$ cat src/rtl/conv_ctrl_pkg.sv
package conv_ctrl_pkg;
  // Calibration command detector thresholds, in input clock cycles.
  localparam int unsigned CMD_LOW_CYCLES  = 640;
  localparam int unsigned CMD_HIGH_CYCLES = 640;
  // Power-up delay exponents for the two delay-select levels.
  localparam int unsigned DELAY_EXP_SHORT = 25;
  localparam int unsigned DELAY_EXP_LONG  = 31;
  // Pipeline latency of primary and delayed buses, in sample clocks.
  localparam int unsigned LAT_PRIMARY     = 13;
  localparam int unsigned LAT_DELAYED     = 14;
  // Default calibration run length in sample clocks.
  localparam int unsigned CAL_RUN_CYCLES  = 1024;
  localparam logic [7:0]  CODE_ZERO       = 8'h00;
  localparam logic [7:0]  CODE_FULL       = 8'hFF;
  localparam logic [7:0]  CODE_MID        = 8'h80;
  localparam int unsigned CNT_W           = 32;
  localparam int unsigned CMD_CNT_W       = 10;

  // Offset binary: two's complement sample with the sign bit inverted.
  function automatic logic [7:0] toOffsetBin(input logic [7:0] s);
    toOffsetBin = {~s[7], s[6:0]};
  endfunction : toOffsetBin
endpackage : conv_ctrl_pkg

$ cat src/rtl/conv_link_if.sv
`timescale 1ns/100ps
interface conv_link_if;
  import conv_ctrl_pkg::*;
  logic       calReqPin;
  logic       calDelaySelect;
  logic       powerDownPin;
  logic       secondChannelPowerDown;
  logic       rangeSelectPin;
  logic       outputLevelSelect;
  logic       outputEdgeSelect;
  logic       extendedControlEnable;
  logic       dualEdgeEnable;
  logic       calActiveFlag;
  logic       forwardedDataClock;
  logic       outOfRange;
  logic [7:0] iPrimaryBus;
  logic [7:0] iDelayedBus;
  logic [7:0] qPrimaryBus;
  logic [7:0] qDelayedBus;

  modport device (
    input  calReqPin, calDelaySelect, powerDownPin, secondChannelPowerDown,
    input  rangeSelectPin, outputLevelSelect, outputEdgeSelect,
    input  extendedControlEnable, dualEdgeEnable,
    output calActiveFlag, forwardedDataClock, outOfRange,
    output iPrimaryBus, iDelayedBus, qPrimaryBus, qDelayedBus
  );
  modport host (
    output calReqPin, calDelaySelect, powerDownPin, secondChannelPowerDown,
    output rangeSelectPin, outputLevelSelect, outputEdgeSelect,
    output extendedControlEnable, dualEdgeEnable,
    input  calActiveFlag, forwardedDataClock, outOfRange,
    input  iPrimaryBus, iDelayedBus, qPrimaryBus, qDelayedBus
  );
endinterface : conv_link_if

$ cat src/rtl/cal_cmd_detect.sv
`timescale 1ns/100ps
module cal_cmd_detect
  import conv_ctrl_pkg::*;
(
  // Clock and reset.
  input  wire logic core_clk,
  input  wire logic srst,
  // Synchronised request level and one-cycle command pulse.
  input  wire logic reqLevel,
  output logic      cmdPulse
);
  typedef enum logic [1:0] {WAIT_LOW, COUNT_LOW, COUNT_HIGH} detState_t;
  detState_t            state_q;
  logic [CMD_CNT_W-1:0] count_q;

  // An interrupted low phase returns to hunting for a low; an interrupted high phase restarts the low count.
  always_ff @(posedge core_clk) begin
    if (srst) begin
      state_q  <= WAIT_LOW;
      count_q  <= '0;
      cmdPulse <= 1'b0;
    end else begin
      cmdPulse <= 1'b0;
      unique case (state_q)
        WAIT_LOW: begin
          count_q <= CMD_CNT_W'(1);
          if (!reqLevel) state_q <= COUNT_LOW;
        end
        COUNT_LOW: begin
          if (reqLevel) begin
            if (count_q >= CMD_CNT_W'(CMD_LOW_CYCLES)) begin
              state_q <= COUNT_HIGH;
              count_q <= CMD_CNT_W'(1);
            end else begin
              state_q <= WAIT_LOW;
            end
          end else if (count_q < CMD_CNT_W'(CMD_LOW_CYCLES)) begin
            count_q <= count_q + CMD_CNT_W'(1);
          end
        end
        COUNT_HIGH: begin
          if (!reqLevel) begin
            state_q <= COUNT_LOW;
            count_q <= CMD_CNT_W'(1);
          end else if (count_q == CMD_CNT_W'(CMD_HIGH_CYCLES - 1)) begin
            cmdPulse <= 1'b1;
            state_q  <= WAIT_LOW;
          end else begin
            count_q <= count_q + CMD_CNT_W'(1);
          end
        end
        default: state_q <= WAIT_LOW;
      endcase
    end
  end
endmodule : cal_cmd_detect

$ cat src/rtl/conv_device.sv
`timescale 1ns/100ps
// Behaviour
// - Below negative full scale outputs all zeros.
// - Above positive full scale outputs all ones.
// - One out-of-range flag for either channel.
// - Each converter alternates samples onto two buses.
// - Calibration flag high throughout every calibration.
// - Command is 640 low then 640 high.
// - Request high at power-up suppresses power-up calibration.
// - Power-up delay 2^25 or 2^31 by select.
// - Power-down at power-up holds delay counter.
// - No calibration start or run while powered down.
// - Host recalibrates after every range-select pin change.
// - Host recalibrates later and on temperature change.
// - Results after 13 and 14 clocks.
// - Output words are offset binary.
// - Extended mode takes settings from registers.
// - Control mode fixed while operating.
// - Dual-edge mode: converters share one input.
// - Dual-edge order: Qd, Id, Q, I.
// - Q input selectable only in extended mode.
// - Host waits for a calibration before raising the dual-edge pin.
// - Power-down deferred during calibration; requests ignored.
// - Dual-edge Q buses lag 13 and 14, as the I buses do.
module conv_device
  import conv_ctrl_pkg::*;
#(
  parameter int unsigned CAL_RUN  = CAL_RUN_CYCLES,
  parameter int unsigned EXP_LOW  = DELAY_EXP_SHORT,
  parameter int unsigned EXP_HIGH = DELAY_EXP_LONG
) (
  // Clock and reset.
  input  wire logic core_clk,
  input  wire logic srst,
  // Link to the host.
  conv_link_if.device link,
  // Converter sample inputs, two's complement, with clip indicators.
  input  wire logic [7:0] iSample,
  input  wire logic       iBelow,
  input  wire logic       iAbove,
  input  wire logic [7:0] qSample,
  input  wire logic       qBelow,
  input  wire logic       qAbove,
  // Extended-control settings held in the register file.
  input  wire logic       regOutputLevel,
  input  wire logic       regOutputEdge,
  input  wire logic       regRangeSelect,
  input  wire logic       regDualEdge,
  input  wire logic       regQSelect,
  // Effective settings and power state.
  output logic            effOutputLevel,
  output logic            effOutputEdge,
  output logic            effRangeSelect,
  output logic            powerDownActive
);
  typedef enum logic [1:0] {PWRUP_WAIT, IDLE, CALIBRATING} calState_t;

  logic [1:0]       calReqSync_q;
  logic [1:0]       pdSync_q;
  logic [1:0]       dlySync_q;
  logic             cmdPulse;
  logic             pwrupCalDone_q;
  logic             holdOff_q;
  calState_t        calState_q;
  logic [CNT_W-1:0] delayCnt_q;
  logic [CNT_W-1:0] runCnt_q;
  logic             dualEdge;
  logic [7:0]       iCode;
  logic [7:0]       qCode;
  logic             clip;
  logic [7:0]       iPipe_q [LAT_PRIMARY];
  logic [7:0]       qPipe_q [LAT_PRIMARY];
  logic [LAT_PRIMARY-1:0] orPipe_q;
  logic             phase_q;
  logic [7:0]       iHold_q;
  logic [7:0]       qHold_q;

  // Request, power-down and delay-select pins arrive from the board and are synchronised first.
  always_ff @(posedge core_clk) begin
    if (srst) begin
      // The request pin idles high, so the synchroniser starts there too.
      // A low reset value would look like a request at power-up.
      calReqSync_q <= 2'h3;
      pdSync_q     <= '0;
      dlySync_q    <= '0;
    end else begin
      calReqSync_q <= {calReqSync_q[0], link.calReqPin};
      pdSync_q     <= {pdSync_q[0], link.powerDownPin};
      dlySync_q    <= {dlySync_q[0], link.calDelaySelect};
    end
  end

  cal_cmd_detect u_cmd (
    .core_clk (core_clk),
    .srst     (srst),
    .reqLevel (calReqSync_q[1]),
    .cmdPulse (cmdPulse)
  );

  // The request level is caught one cycle after reset release.
  always_ff @(posedge core_clk) begin
    if (srst) begin
      holdOff_q <= 1'b0;
      pwrupCalDone_q <= 1'b0;
    end else if (calState_q == PWRUP_WAIT && delayCnt_q == '0 &&
                 !pwrupCalDone_q) begin
      holdOff_q <= calReqSync_q[1];
      pwrupCalDone_q <= 1'b1;
    end else if (cmdPulse) begin
      holdOff_q <= 1'b0;
    end
  end

  // Calibration sequencer; power-down only takes effect outside a run.
  always_ff @(posedge core_clk) begin
    if (srst) begin
      calState_q      <= PWRUP_WAIT;
      delayCnt_q      <= '0;
      runCnt_q        <= '0;
      powerDownActive <= 1'b0;
    end else begin
      if (calState_q != CALIBRATING) begin
        powerDownActive <= pdSync_q[1];
      end
      unique case (calState_q)
        PWRUP_WAIT: begin
          if (!pdSync_q[1]) begin
            delayCnt_q <= delayCnt_q + CNT_W'(1);
            if (delayCnt_q == (dlySync_q[1] ? CNT_W'((64'd1 << EXP_HIGH) - 1)
                               : CNT_W'((64'd1 << EXP_LOW) - 1))) begin
              calState_q <= holdOff_q ? IDLE : CALIBRATING;
              runCnt_q   <= '0;
            end
          end
        end
        IDLE: begin
          if (cmdPulse && !pdSync_q[1] && !powerDownActive) begin
            calState_q <= CALIBRATING;
            runCnt_q   <= '0;
          end
        end
        CALIBRATING: begin
          runCnt_q <= runCnt_q + CNT_W'(1);
          if (runCnt_q == CNT_W'(CAL_RUN - 1)) calState_q <= IDLE;
        end
        default: calState_q <= IDLE;
      endcase
    end
  end

  always_ff @(posedge core_clk) begin
    if (srst) link.calActiveFlag <= 1'b0;
    else link.calActiveFlag <= (calState_q == CALIBRATING);
  end

  // Extended mode takes its settings from registers, not pins.
  always_ff @(posedge core_clk) begin
    if (srst) begin
      effOutputLevel <= 1'b0;
      effOutputEdge  <= 1'b0;
      effRangeSelect <= 1'b0;
    end else begin
      effOutputLevel <= link.extendedControlEnable ? regOutputLevel
                                                   : link.outputLevelSelect;
      effOutputEdge  <= link.extendedControlEnable ? regOutputEdge
                                                   : link.outputEdgeSelect;
      effRangeSelect <= link.extendedControlEnable ? regRangeSelect
                                                   : link.rangeSelectPin;
    end
  end
  assign dualEdge = link.extendedControlEnable ? regDualEdge
                                               : link.dualEdgeEnable;

  // Clipping and offset binary; dual-edge feeds the chosen input to both.
  always_comb begin
    logic [7:0] selS;
    logic       selB;
    logic       selA;
    selS = (link.extendedControlEnable && regQSelect) ? qSample : iSample;
    selB = (link.extendedControlEnable && regQSelect) ? qBelow : iBelow;
    selA = (link.extendedControlEnable && regQSelect) ? qAbove : iAbove;
    iCode = iBelow ? CODE_ZERO : iAbove ? CODE_FULL : toOffsetBin(iSample);
    qCode = qBelow ? CODE_ZERO : qAbove ? CODE_FULL : toOffsetBin(qSample);
    clip  = iBelow | iAbove | qBelow | qAbove;
    if (dualEdge) begin
      iCode = selB ? CODE_ZERO : selA ? CODE_FULL : toOffsetBin(selS);
      qCode = iCode;
      clip  = selB | selA;
    end
  end

  // Latency pipeline; powered-down Q channel carries mid-scale outside dual-edge mode.
  always_ff @(posedge core_clk) begin
    if (srst) begin
      for (int k = 0; k < LAT_PRIMARY; k++) begin
        iPipe_q[k] <= CODE_MID;
        qPipe_q[k] <= CODE_MID;
      end
      orPipe_q <= '0;
    end else begin
      iPipe_q[0] <= iCode;
      qPipe_q[0] <= (link.secondChannelPowerDown && !dualEdge) ? CODE_MID
                                                               : qCode;
      orPipe_q   <= {orPipe_q[LAT_PRIMARY-2:0], clip};
      for (int k = 1; k < LAT_PRIMARY; k++) begin
        iPipe_q[k] <= iPipe_q[k-1];
        qPipe_q[k] <= qPipe_q[k-1];
      end
    end
  end

  // 1:2 demux: even sample held, odd sample releases both buses.
  always_ff @(posedge core_clk) begin
    if (srst) begin
      phase_q                 <= 1'b0;
      iHold_q                 <= CODE_MID;
      qHold_q                 <= CODE_MID;
      link.iPrimaryBus        <= CODE_MID;
      link.iDelayedBus        <= CODE_MID;
      link.qPrimaryBus        <= CODE_MID;
      link.qDelayedBus        <= CODE_MID;
      link.outOfRange         <= 1'b0;
      link.forwardedDataClock <= 1'b0;
    end else if (powerDownActive) begin
      phase_q                 <= 1'b0;
      link.outOfRange         <= 1'b0;
      link.forwardedDataClock <= 1'b0;
    end else begin
      phase_q                 <= ~phase_q;
      link.forwardedDataClock <= phase_q;
      link.outOfRange         <= orPipe_q[LAT_PRIMARY-2] |
                                 orPipe_q[LAT_PRIMARY-1];
      if (!phase_q) begin
        iHold_q <= iPipe_q[LAT_PRIMARY-2];
        qHold_q <= qPipe_q[LAT_PRIMARY-2];
      end else begin
        link.iDelayedBus <= iHold_q;
        link.qDelayedBus <= qHold_q;
        link.iPrimaryBus <= iPipe_q[LAT_PRIMARY-2];
        link.qPrimaryBus <= qPipe_q[LAT_PRIMARY-2];
      end
    end
  end
endmodule : conv_device

$ cat src/flat_wrapper.sv
// flat-port wrapper written by rule: the top's interface ports become plain ports
module conv_device_flat import conv_ctrl_pkg::*;
#(
  parameter int unsigned CAL_RUN  = CAL_RUN_CYCLES,
  parameter int unsigned EXP_LOW  = DELAY_EXP_SHORT,
  parameter int unsigned EXP_HIGH = DELAY_EXP_LONG
)
  (core_clk, srst, iSample, iBelow, iAbove, qSample, qBelow, qAbove, regOutputLevel, regOutputEdge, regRangeSelect, regDualEdge, regQSelect, effOutputLevel, effOutputEdge, effRangeSelect, powerDownActive, link_calReqPin, link_calDelaySelect, link_powerDownPin, link_secondChannelPowerDown, link_rangeSelectPin, link_outputLevelSelect, link_outputEdgeSelect, link_extendedControlEnable, link_dualEdgeEnable, link_calActiveFlag, link_forwardedDataClock, link_outOfRange, link_iPrimaryBus, link_iDelayedBus, link_qPrimaryBus, link_qDelayedBus);
  conv_link_if link_i ();
  input  wire logic core_clk;
  input  wire logic srst;
  input  wire logic [7:0] iSample;
  input  wire logic iBelow;
  input  wire logic iAbove;
  input  wire logic [7:0] qSample;
  input  wire logic qBelow;
  input  wire logic qAbove;
  input  wire logic regOutputLevel;
  input  wire logic regOutputEdge;
  input  wire logic regRangeSelect;
  input  wire logic regDualEdge;
  input  wire logic regQSelect;
  output logic effOutputLevel;
  output logic effOutputEdge;
  output logic effRangeSelect;
  output logic powerDownActive;
  input wire logic [$bits(link_i.calReqPin)-1:0] link_calReqPin;
  input wire logic [$bits(link_i.calDelaySelect)-1:0] link_calDelaySelect;
  input wire logic [$bits(link_i.powerDownPin)-1:0] link_powerDownPin;
  input wire logic [$bits(link_i.secondChannelPowerDown)-1:0] link_secondChannelPowerDown;
  input wire logic [$bits(link_i.rangeSelectPin)-1:0] link_rangeSelectPin;
  input wire logic [$bits(link_i.outputLevelSelect)-1:0] link_outputLevelSelect;
  input wire logic [$bits(link_i.outputEdgeSelect)-1:0] link_outputEdgeSelect;
  input wire logic [$bits(link_i.extendedControlEnable)-1:0] link_extendedControlEnable;
  input wire logic [$bits(link_i.dualEdgeEnable)-1:0] link_dualEdgeEnable;
  output wire logic [$bits(link_i.calActiveFlag)-1:0] link_calActiveFlag;
  output wire logic [$bits(link_i.forwardedDataClock)-1:0] link_forwardedDataClock;
  output wire logic [$bits(link_i.outOfRange)-1:0] link_outOfRange;
  output wire logic [$bits(link_i.iPrimaryBus)-1:0] link_iPrimaryBus;
  output wire logic [$bits(link_i.iDelayedBus)-1:0] link_iDelayedBus;
  output wire logic [$bits(link_i.qPrimaryBus)-1:0] link_qPrimaryBus;
  output wire logic [$bits(link_i.qDelayedBus)-1:0] link_qDelayedBus;
  assign link_i.calReqPin = link_calReqPin;
  assign link_i.calDelaySelect = link_calDelaySelect;
  assign link_i.powerDownPin = link_powerDownPin;
  assign link_i.secondChannelPowerDown = link_secondChannelPowerDown;
  assign link_i.rangeSelectPin = link_rangeSelectPin;
  assign link_i.outputLevelSelect = link_outputLevelSelect;
  assign link_i.outputEdgeSelect = link_outputEdgeSelect;
  assign link_i.extendedControlEnable = link_extendedControlEnable;
  assign link_i.dualEdgeEnable = link_dualEdgeEnable;
  assign link_calActiveFlag = link_i.calActiveFlag;
  assign link_forwardedDataClock = link_i.forwardedDataClock;
  assign link_outOfRange = link_i.outOfRange;
  assign link_iPrimaryBus = link_i.iPrimaryBus;
  assign link_iDelayedBus = link_i.iDelayedBus;
  assign link_qPrimaryBus = link_i.qPrimaryBus;
  assign link_qDelayedBus = link_i.qDelayedBus;
  conv_device #(.CAL_RUN(CAL_RUN), .EXP_LOW(EXP_LOW), .EXP_HIGH(EXP_HIGH)) u_core (.core_clk(core_clk), .srst(srst), .link(link_i), .iSample(iSample), .iBelow(iBelow), .iAbove(iAbove), .qSample(qSample), .qBelow(qBelow), .qAbove(qAbove), .regOutputLevel(regOutputLevel), .regOutputEdge(regOutputEdge), .regRangeSelect(regRangeSelect), .regDualEdge(regDualEdge), .regQSelect(regQSelect), .effOutputLevel(effOutputLevel), .effOutputEdge(effOutputEdge), .effRangeSelect(effRangeSelect), .powerDownActive(powerDownActive));
endmodule
$ cat config.mk
export PLATFORM = sky130hd
export DESIGN_NAME = conv_device_flat
export DESIGN_NICKNAME = d
export VERILOG_FILES = /design/src/rtl/conv_ctrl_pkg.sv /design/src/rtl/conv_link_if.sv /design/src/rtl/cal_cmd_detect.sv /design/src/rtl/conv_device.sv /design/src/flat_wrapper.sv
export SDC_FILE = /design/constraint.sdc
export NUM_CORES = 1
export LEC_CHECK = 0
export ABC_AREA = 1
export BUFFER_PORTS_ARGS = -buffer_cell sky130_fd_sc_hd__buf_4
export CAP_MARGIN = 0
export CELL_PAD_IN_SITES_DETAIL_PLACEMENT = 1
export CELL_PAD_IN_SITES_GLOBAL_PLACEMENT = 2
export CORE_ASPECT_RATIO = 1.4
export CORE_MARGIN = 4
export CORE_UTILIZATION = 35
export CTS_CLUSTER_SIZE = 16
export DETAILED_ROUTE_END_ITERATION = 12
export GPL_TIMING_DRIVEN = 0
export PLACE_DENSITY = 0.77
export SYNTH_ARGS = -nofsm -noshare
export SYNTH_HDL_FRONTEND = slang
export SYNTH_HIERARCHICAL = 1
export SYNTH_SLANG_ARGS = --single-unit
$ cat constraint.sdc
create_clock -name core_clk -period 2.1 [get_ports core_clk]
set_input_delay 0.21 -clock core_clk [delete_from_list [all_inputs] [get_ports core_clk]]
set_output_delay 0.21 -clock core_clk [all_outputs]
set_load 0.01 [all_outputs]
==> impl_metrics.yaml, run 1 <==
global_route:
  track_usage: 0.172
  grt_max_degree: 15
  gr-total-overflow: 0
  antenna_found_initial: 0
  grt_pass1_vias: 11600
  grt_pass1_wl_um: 58700
logic_synthesis:
  synthCells: 1806
  synth.yosys.warnings: 6
  synth.distinct_cells: 43
  ys_seq_area_frac: 0.517
  mappedNetlistNets: 1852
  ys_ff_latch: 348
  synthesis.area_mm2: 0.0135
  syn_area_per_cell_um2: 7.46
route:
  first_pass_iters: 4
  viasPerCell: 4.61
  drc: 0
  dr_total_vias: 11200
  wire_per_inst_um: 14.6
  first_iter_violations: 407
  final_antenna_net_count: 0
  wl_um: 35500
worst_setup_path:
  arrival_ns: 2.30
  cp_max_fo: 10
  crit_required_ns: 2.45
  critPathKind: "input port to flop"
  end_kind: "flop"
  start_kind: "input port"
cells_and_area:
  fin_cells: 2430
  final_common_cell: "nor2_1"
  multiInputGateArea_mm2: 0.00516
  area_delta_synth_final_pct: 19.1
  nets: 1976
  drive_gt1_frac: 0.128
  ff_latch_area_mm2: 0.00697
  num_antenna_cells: 0
  nFillCells: 4719
  final_cell_mix: "406 x nor2_1, 348 x dfxtp_1, 299 x nand2_1, 274 x inv_1, 89 x a21oi_1"
cts:
  clock-sinks: 348
  clockBufferDepth: 3
  cts_tree: "yes"
  path_clk_slew_ns: 0.06
  post_cts_buffers: 0
  clk_latency_ns: 0.54
  h-tree-depth: 2
  root_buffer: "clkbuf_16"
  cts_inserted_buffers: 37
timing:
  fin_worst_skew_ns: 0.0246
  layout_min_cycle_time_ns: 1.95
  slew_viol_final: 0
  tns_ns: 0
  setup_viol: 0
  grt_setup_unrepaired: "false"
  maxSlewHeadroom: 0.401
  fin_ws_ns: 0.154
  tightest_slew_ns: 0.899
  max_freq_ghz: 0.514
  period_share: 0.927
  final-hold-violation-count: 0
  hold-worst-slack_ns: 0.0308
floorplan:
  die_x_um: 174
  die-area_mm2: 0.0417
  design.core.area_mm2: 0.0378
  start_util: 0.356
  rows: 84
  boundaryPins: 75
  die_y_um: 240
power:
  switching_share: 0.266
  ir_drop_mv: 0.729
  p_int_uw: 11800
  p_leak_uw: 0.00652
  pwr-share-clk: 0.427
  p_seq_frac: 0.445
  power.switching_uw: 4270
  power_uw: 16000
  power_density_mw_per_mm2: 999
  combinationalPowerShare: 0.128
status:
  status: "completed"
placed_design:
  hpwl_um: 26600
  place_congestion: 0.889
  numPlacedInstances: 2351
  pre_cts_ws_ns: 0.0672
  port_buffers: 72
hold_path:
  hold_class: "input port to flop"
run:
  maxCapViolations: 0
-- power by group through the flow --
stage	clock [uW]	combinational [uW]	sequential [uW]
final	6850	2050	7120
after global routing	7410	2340	7170
after CTS	7130	2110	7130
after detailed placement	0	2080	7270
after global placement	0	2050	7270
after floorplan	0	1290	7260
-- stage by stage --
step | util | area [um^2]
finish | 0.424 | 16000
global route | 0.424 | 16000
CTS | 0.424 | 16000
detailed placement | 0.386 | 14600
global placement | 0.386 | 14600
floorplan | - | 13500
-- routing by layer --
layer | vias to the layer above | part of all wire | track usage | wire [um]
li1 | 5755 | - | - | -
met1 | 5264 | 0.41 | 0.191 | 14700
met2 | 127 | 0.53 | 0.335 | 18900
met3 | 57 | 0.026 | 0.0233 | 917
met4 | 0 | 0.029 | 0.0605 | 1020
met5 | - | 0 | 0 | 0
-- worst paths after layout --
kind | start | end | slack (ns) | cells past startpoint
min reg2reg | u_core/iPipe_q[2][19] | u_core/iPipe_q[2][27] | 0.39 | 2
max reg2reg | u_core/delayCnt_q[0] | u_core/runCnt_q[29] | 0.19 | 11
min | qSample[7] | u_core/qPipe_q[0][7] | 0.03 | 4
max | srst | u_core/orPipe_q[0] | 0.15 | 5
-- kinds of logic (layout without fill, tap and decap cells) --
logic type                 count (synthesis)  count (layout)  synth area share
AOI/OAI and AO/OA                        184             184            0.0709
xor gates and xnor gates                   2               2           0.00130
adders and majority gates                 10              10           0.00929
buffers and inverters                    338             489             0.100
DFF                                      348             348             0.517
and+or+nand+nor                          924             924             0.301
-- critical path: stages --
cell and delay (ns):
dlygate4sd3_1 0.52, buf_4 0.16, clkbuf_1 0.51, clkbuf_1 0.74, a221oi_1 0.15
-- state kept, by name, indices dropped and copies added (netlist names), 10 cells and up --
register	count
u_core/runCnt_q	32
u_core/iPipe_q	96
u_core/delayCnt_q	32
u_core/qPipe_q	96
u_core/u_cmd/count_q	10
u_core/orPipe_q	13
-- synth_stat cells --
| cell type | instances | area, um^2 |
|---|---|---|
| nand3_1 | 83 | 415 |
| o211ai_1 | 1 | 7.51 |
| nand3b_1 | 5 | 37.5 |
| dfxtp_1 | 348 | 6970 |
| o21ba_2 | 1 | 10.0 |
| o21ai_1 | 1 | 5.00 |
| buf_6 | 5 | 56.3 |
| nand4_1 | 11 | 68.8 |
| clkbuf_1 | 32 | 120 |
| nor3_1 | 31 | 155 |
| nand4_2 | 1 | 12.5 |
| nor4_1 | 1 | 6.26 |
| o21a_1 | 2 | 15.0 |
| a221oi_1 | 1 | 8.76 |
| a21oi_1 | 89 | 445 |
| buf_2 | 15 | 75.1 |
| and2_4 | 1 | 8.76 |
| a211oi_1 | 2 | 15.0 |
| clkbuf_4 | 1 | 7.51 |
| nand2_1 | 299 | 1120 |
| a31oi_1 | 1 | 6.26 |
| o21ai_2 | 1 | 8.76 |
| xor2_1 | 2 | 17.5 |
| nand2_4 | 4 | 45.0 |
| nand4_4 | 1 | 21.3 |
| inv_1 | 274 | 1030 |
| nand2_2 | 10 | 62.6 |
| nor3_2 | 5 | 50.1 |
| or2_2 | 35 | 219 |
| ha_1 | 10 | 125 |
| clkbuf_2 | 2 | 10.0 |
| a31oi_2 | 1 | 12.5 |
| nor2_1 | 408 | 1530 |
| buf_4 | 1 | 7.51 |
| inv_2 | 2 | 7.51 |
| nor2_4 | 9 | 101 |
| nand3_2 | 9 | 90.1 |
| nor2_8 | 3 | 60.1 |
| buf_1 | 2 | 7.51 |
| o21ai_0 | 84 | 420 |
| nor2_2 | 8 | 50.1 |
| buf_12 | 1 | 20.0 |
| clkinv_1 | 3 | 11.3 |
-- layout make-up --
type | count | area share
multi-input combinational | 1120 | 0.322
clock buffer | 52 | 0.0668
buffer | 59 | 0.0189
clock inverter | 14 | 0.0145
tap | 473 | 0.0369
inverter | 279 | 0.0653
sequential | 348 | 0.434
timing repair buffer | 85 | 0.0418
-- timing repair --
item | 4_1_cts | 5_1_grt
setup endpoints to repair | 0 | 5
gates resized for setup | 0 | 3
hold endpoints to repair | 11 | 0
hold buffers | 13 | 0
Note: power is estimated with default switching activity, not from simulation.
==> run 2: changes to the inputs <==
--- a/config.mk
+++ b/config.mk
@@ -12,11 +12,11 @@
 export CELL_PAD_IN_SITES_GLOBAL_PLACEMENT = 2
 export CORE_ASPECT_RATIO = 1.4
 export CORE_MARGIN = 4
-export CORE_UTILIZATION = 35
+export CORE_UTILIZATION = 38
 export CTS_CLUSTER_SIZE = 16
 export DETAILED_ROUTE_END_ITERATION = 12
 export GPL_TIMING_DRIVEN = 0
-export PLACE_DENSITY = 0.77
+export PLACE_DENSITY = 0.83
 export SYNTH_ARGS = -nofsm -noshare
 export SYNTH_HDL_FRONTEND = slang
 export SYNTH_HIERARCHICAL = 1
==> constraint.sdc (replaced) <==
create_clock -name core_clk -period 2.5 [get_ports core_clk]
set_input_delay 0.25 -clock core_clk [delete_from_list [all_inputs] [get_ports core_clk]]
set_output_delay 0.25 -clock core_clk [all_outputs]
set_load 0.01 [all_outputs]
==> impl_metrics.yaml, run 2 (same netlist as run 1, synthesis figures left out) <==
route:
  first_iter_violations: 430
  dr_total_vias: 11200
  wire_per_inst_um: 14.4
  drc: 0
  final_antenna_net_count: 0
  wl_um: 34800
  viasPerCell: 4.67
  first_pass_iters: 4
power:
  power_uw: 13200
  p_leak_uw: 0.00649
  power_density_mw_per_mm2: 830
  ir_drop_mv: 0.570
worst_setup_path:
  slowest_delay_ns: 0.63
  crit_required_ns: 2.98
  start_kind: "input port"
  cp_slowest_cell: "buf_1"
  r2r_slack_ns: 0.51
  critPathKind: "input port to flop"
  crit_family: "buffers and inverters"
  end_kind: "flop"
  arrival_ns: 2.75
  cp_cell_sequence: "dlygate4sd3_1, buf_4, clkinv_1, buf_1, o21ai_0, nor2_1, dlygate4sd3_1"
  cp_num_buf_inv: 5
  path_common_cell: "dlygate4sd3_1"
  cp_max_fo: 10
timing:
  setup_viol: 0
  tightest_slew_ns: 0.815
  grt_setup_unrepaired: "false"
  layout_min_cycle_time_ns: 2.26
  tns_ns: 0
  fin_worst_skew_ns: 0.0185
  hold-worst-slack_ns: 0.0402
  maxSlewHeadroom: 0.457
  slew_viol_final: 0
  final-hold-violation-count: 0
  period_share: 0.906
  max_freq_ghz: 0.442
floorplan:
  die_y_um: 231
  boundaryPins: 75
  die-area_mm2: 0.0386
  design.core.area_mm2: 0.0350
  die_x_um: 167
  rows: 81
  start_util: 0.385
global_route:
  grt_pass1_wl_um: 57600
  antenna_found_initial: 0
  gr-total-overflow: 0
  grt_pass1_vias: 11700
  track_usage: 0.181
  grt_max_degree: 16
cells_and_area:
  num_antenna_cells: 0
  reg_top3: "u_core/iPipe_q: 96 flops, u_core/qPipe_q: 96 flops"
  drive_gt1_frac: 0.126
  final_cell_mix: "408 x nor2_1, 348 x dfxtp_1, 299 x nand2_1, 274 x inv_1, 89 x a21oi_1"
  final_common_cell: "nor2_1"
  nets: 1972
  area_delta_synth_final_pct: 18.1
  postLayoutCoreUtil: 0.455
  fin_area_mm2: 0.0159
  nFillCells: 4379
cts:
  post_cts_buffers: 0
  root_buffer: "clkbuf_16"
  cts_inserted_buffers: 36
  cts_tree: "yes"
  clock-sinks: 348
  cts.repair.resized: 0
  clk_latency_ns: 0.54
  h-tree-depth: 2
  path_clk_slew_ns: 0.06
  clockBufferDepth: 3
placed_design:
  place_congestion: 0.853
  place_area_mm2: 0.0146
  port_buffers: 72
  hpwl_um: 25900
hold_path:
  hold_class: "input port to flop"
status:
  status: "completed"
run:
  maxCapViolations: 0
-- run 2: metrics by stage --
step                      setup WS (ns)  instances
after floorplan                   0.958       1806
after global placement            0.437       2334
after detailed placement          0.473       2334
after CTS                         0.236       2409
after global routing             0.0840       2409
final                             0.236       2409
-- run 2: worst min-delay path: stages --
cell	delay (ns)
buf_4	0.11
nand2_1	0.06
a21oi_1	0.06
nand2_1	0.06
-- run 2: what timing repair did --
item                                   in CTS  in global routing
hold buffers                               10                  0
endpoints found under the hold margin       8                  0
setup endpoints to repair                   0                  0
-- run 2: power by group --
group	internal, uW	total (uW)	switching, uW
Combinational	610	1720	1110
Sequential	5810	5980	171
Clock	3240	5490	2260
Total	9660	13200	3540
-- run 2: routing by layer --
metal  part of all wire  global-route usage
met1               0.41               0.199
met2               0.53               0.350
met3              0.029              0.0250
met4              0.031              0.0632
met5                  0                   0
-- run 2: layout make-up --
cell class	instances	area [um^2]	share of cell area
flip-flops and latches	348	6970	0.438
multi-input cells	1120	5150	0.324
well taps	456	571	0.0359
clock buffers	50	1030	0.0650
plain buffers	59	304	0.0191
clock inverters	15	189	0.0119
inverters	279	1050	0.0658
repair buffers	82	641	0.0403
-- run 2: final timing paths --
check                        startpoint  cells after the start                    end
setup / recovery                   srst                      7  u_core/effOutputLevel
hold / removal               iSample[7]                      4   u_core/iPipe_q[0][7]
setup reg to reg     u_core/runCnt_q[0]                     11   u_core/calState_q[0]
hold reg to reg   u_core/iPipe_q[0][11]                      2  u_core/iPipe_q[0][19]
==> run 3: changes to the inputs <==
--- a/config.mk
+++ b/config.mk
@@ -16,6 +16,7 @@
 export CTS_CLUSTER_SIZE = 16
 export DETAILED_ROUTE_END_ITERATION = 12
 export GPL_TIMING_DRIVEN = 0
+export MAX_ROUTING_LAYER = met4
 export PLACE_DENSITY = 0.83
 export SYNTH_ARGS = -nofsm -noshare
 export SYNTH_HDL_FRONTEND = slang
==> impl_metrics.yaml, run 3 (same netlist as run 1, synthesis figures left out) <==
status:
  status: "completed"
cells_and_area:
  fin_area_mm2: 0.0160
  final_common_cell: "nor2_1"
  drive_gt1_frac: 0.127
  nets: 1972
  postLayoutCoreUtil: 0.457
  num_antenna_cells: 0
  reg_top3: "u_core/iPipe_q: 96 flops, u_core/qPipe_q: 96 flops"
  final_cell_mix: "408 x nor2_1, 348 x dfxtp_1, 299 x nand2_1, 274 x inv_1, 89 x a21oi_1"
  nFillCells: 4360
  area_delta_synth_final_pct: 18.7
cts:
  cts.repair.resized: 0
  path_clk_slew_ns: 0.06
  cts_tree: "yes"
  clk_latency_ns: 0.53
  clockBufferDepth: 3
  h-tree-depth: 2
  clock-sinks: 348
  root_buffer: "clkbuf_16"
  cts_inserted_buffers: 36
worst_setup_path:
  crit_required_ns: 2.97
  end_kind: "flop"
  arrival_ns: 2.73
  start_kind: "input port"
  cp_max_fo: 10
  critPathKind: "input port to flop"
timing:
  fin_worst_skew_ns: 0.0123
  period_share: 0.904
  slew_viol_final: 0
  layout_min_cycle_time_ns: 2.26
  hold-worst-slack_ns: 0.0612
  grt_setup_unrepaired: "false"
  final-hold-violation-count: 0
  setup_viol: 0
  max_freq_ghz: 0.443
  tightest_slew_ns: 0.869
  tns_ns: 0
  maxSlewHeadroom: 0.421
route:
  final_antenna_net_count: 0
  first_iter_violations: 391
  viasPerCell: 4.68
  wire_per_inst_um: 14.5
  first_pass_iters: 4
  dr_total_vias: 11300
  wl_um: 34900
  drc: 0
global_route:
  grt_max_degree: 16
  track_usage: 0.187
  gr-total-overflow: 0
  grt_pass1_wl_um: 57900
  grt_pass1_vias: 11600
  antenna_found_initial: 0
floorplan:
  die-area_mm2: 0.0386
  boundaryPins: 75
  rows: 81
  die_y_um: 231
  start_util: 0.385
  die_x_um: 167
  design.core.area_mm2: 0.0350
placed_design:
  place_area_mm2: 0.0146
  hpwl_um: 26100
  place_congestion: 0.877
  port_buffers: 72
power:
  power_density_mw_per_mm2: 845
  power_uw: 13500
  p_leak_uw: 0.00651
  ir_drop_mv: 0.566
hold_path:
  hold_class: "input port to flop"
run:
  maxCapViolations: 0
-- run 3: cell types whose count changed in the layout (fill, tap and decap cells not counted), sizes merged --
| cell | change |
|---|---|
| bufinv | +3 |
| clkbuf | -1 |
| clkinv | -5 |
| clkinvlp | +3 |
-- run 3: timing repair --
item	CTS	global route
endpoints found under the hold margin	8	0
buffers inserted	0	0
setup endpoints to repair	0	0
hold buffers	10	0
-- run 3: worst paths after layout --
kind         depth (start not counted)  slack, ns                    end               start
max                                  7       0.24  u_core/effOutputLevel                srst
min                                  4       0.06   u_core/iPipe_q[0][7]          iSample[7]
max reg2reg                         11       0.53   u_core/calState_q[1]  u_core/runCnt_q[0]
min reg2reg                          2       0.40     u_core/orPipe_q[3]  u_core/orPipe_q[2]
-- run 3: critical path, stage by stage --
cell	delay [ns]
dlygate4sd3_1	0.54
buf_4	0.17
clkinv_1	0.25
buf_1	0.61
o21ai_0	0.23
nor2_1	0.12
dlygate4sd3_1	0.55
-- run 3: layout make-up --
cell class,count,area [um^2],area share
flip-flops and latches,348,6970,0.436
multi-input cells,1120,5150,0.322
inverters,279,1050,0.0655
clock buffers,49,1030,0.0644
repair buffers,82,641,0.0401
well taps,456,571,0.0357
plain buffers,59,304,0.0190
clock inverters,16,273,0.0171
-- run 3: metal layers --
layer	up-vias	wire (um)	track usage
met5	-	0	-
met4	0	866	0.0546
met3	58	998	0.0260
met2	125	18800	0.353
met1	5334	14300	0.203
li1	5754	-	-
-- run 3: through the flow --
step                worst slack [ns]  cells
finish                         0.241   2409
global route                   0.131   2409
CTS                            0.178   2409
detailed placement             0.412   2334
global placement               0.424   2334
floorplan                      0.958   1806
-- run 3: power breakdown --
group | leakage (uW) | total (uW) | switching, uW | internal [uW]
sequential | 0.00282 | 5990 | 175 | 5810
clock | 0.000622 | 5810 | 2260 | 3540
combinational | 0.00306 | 1720 | 1110 | 610
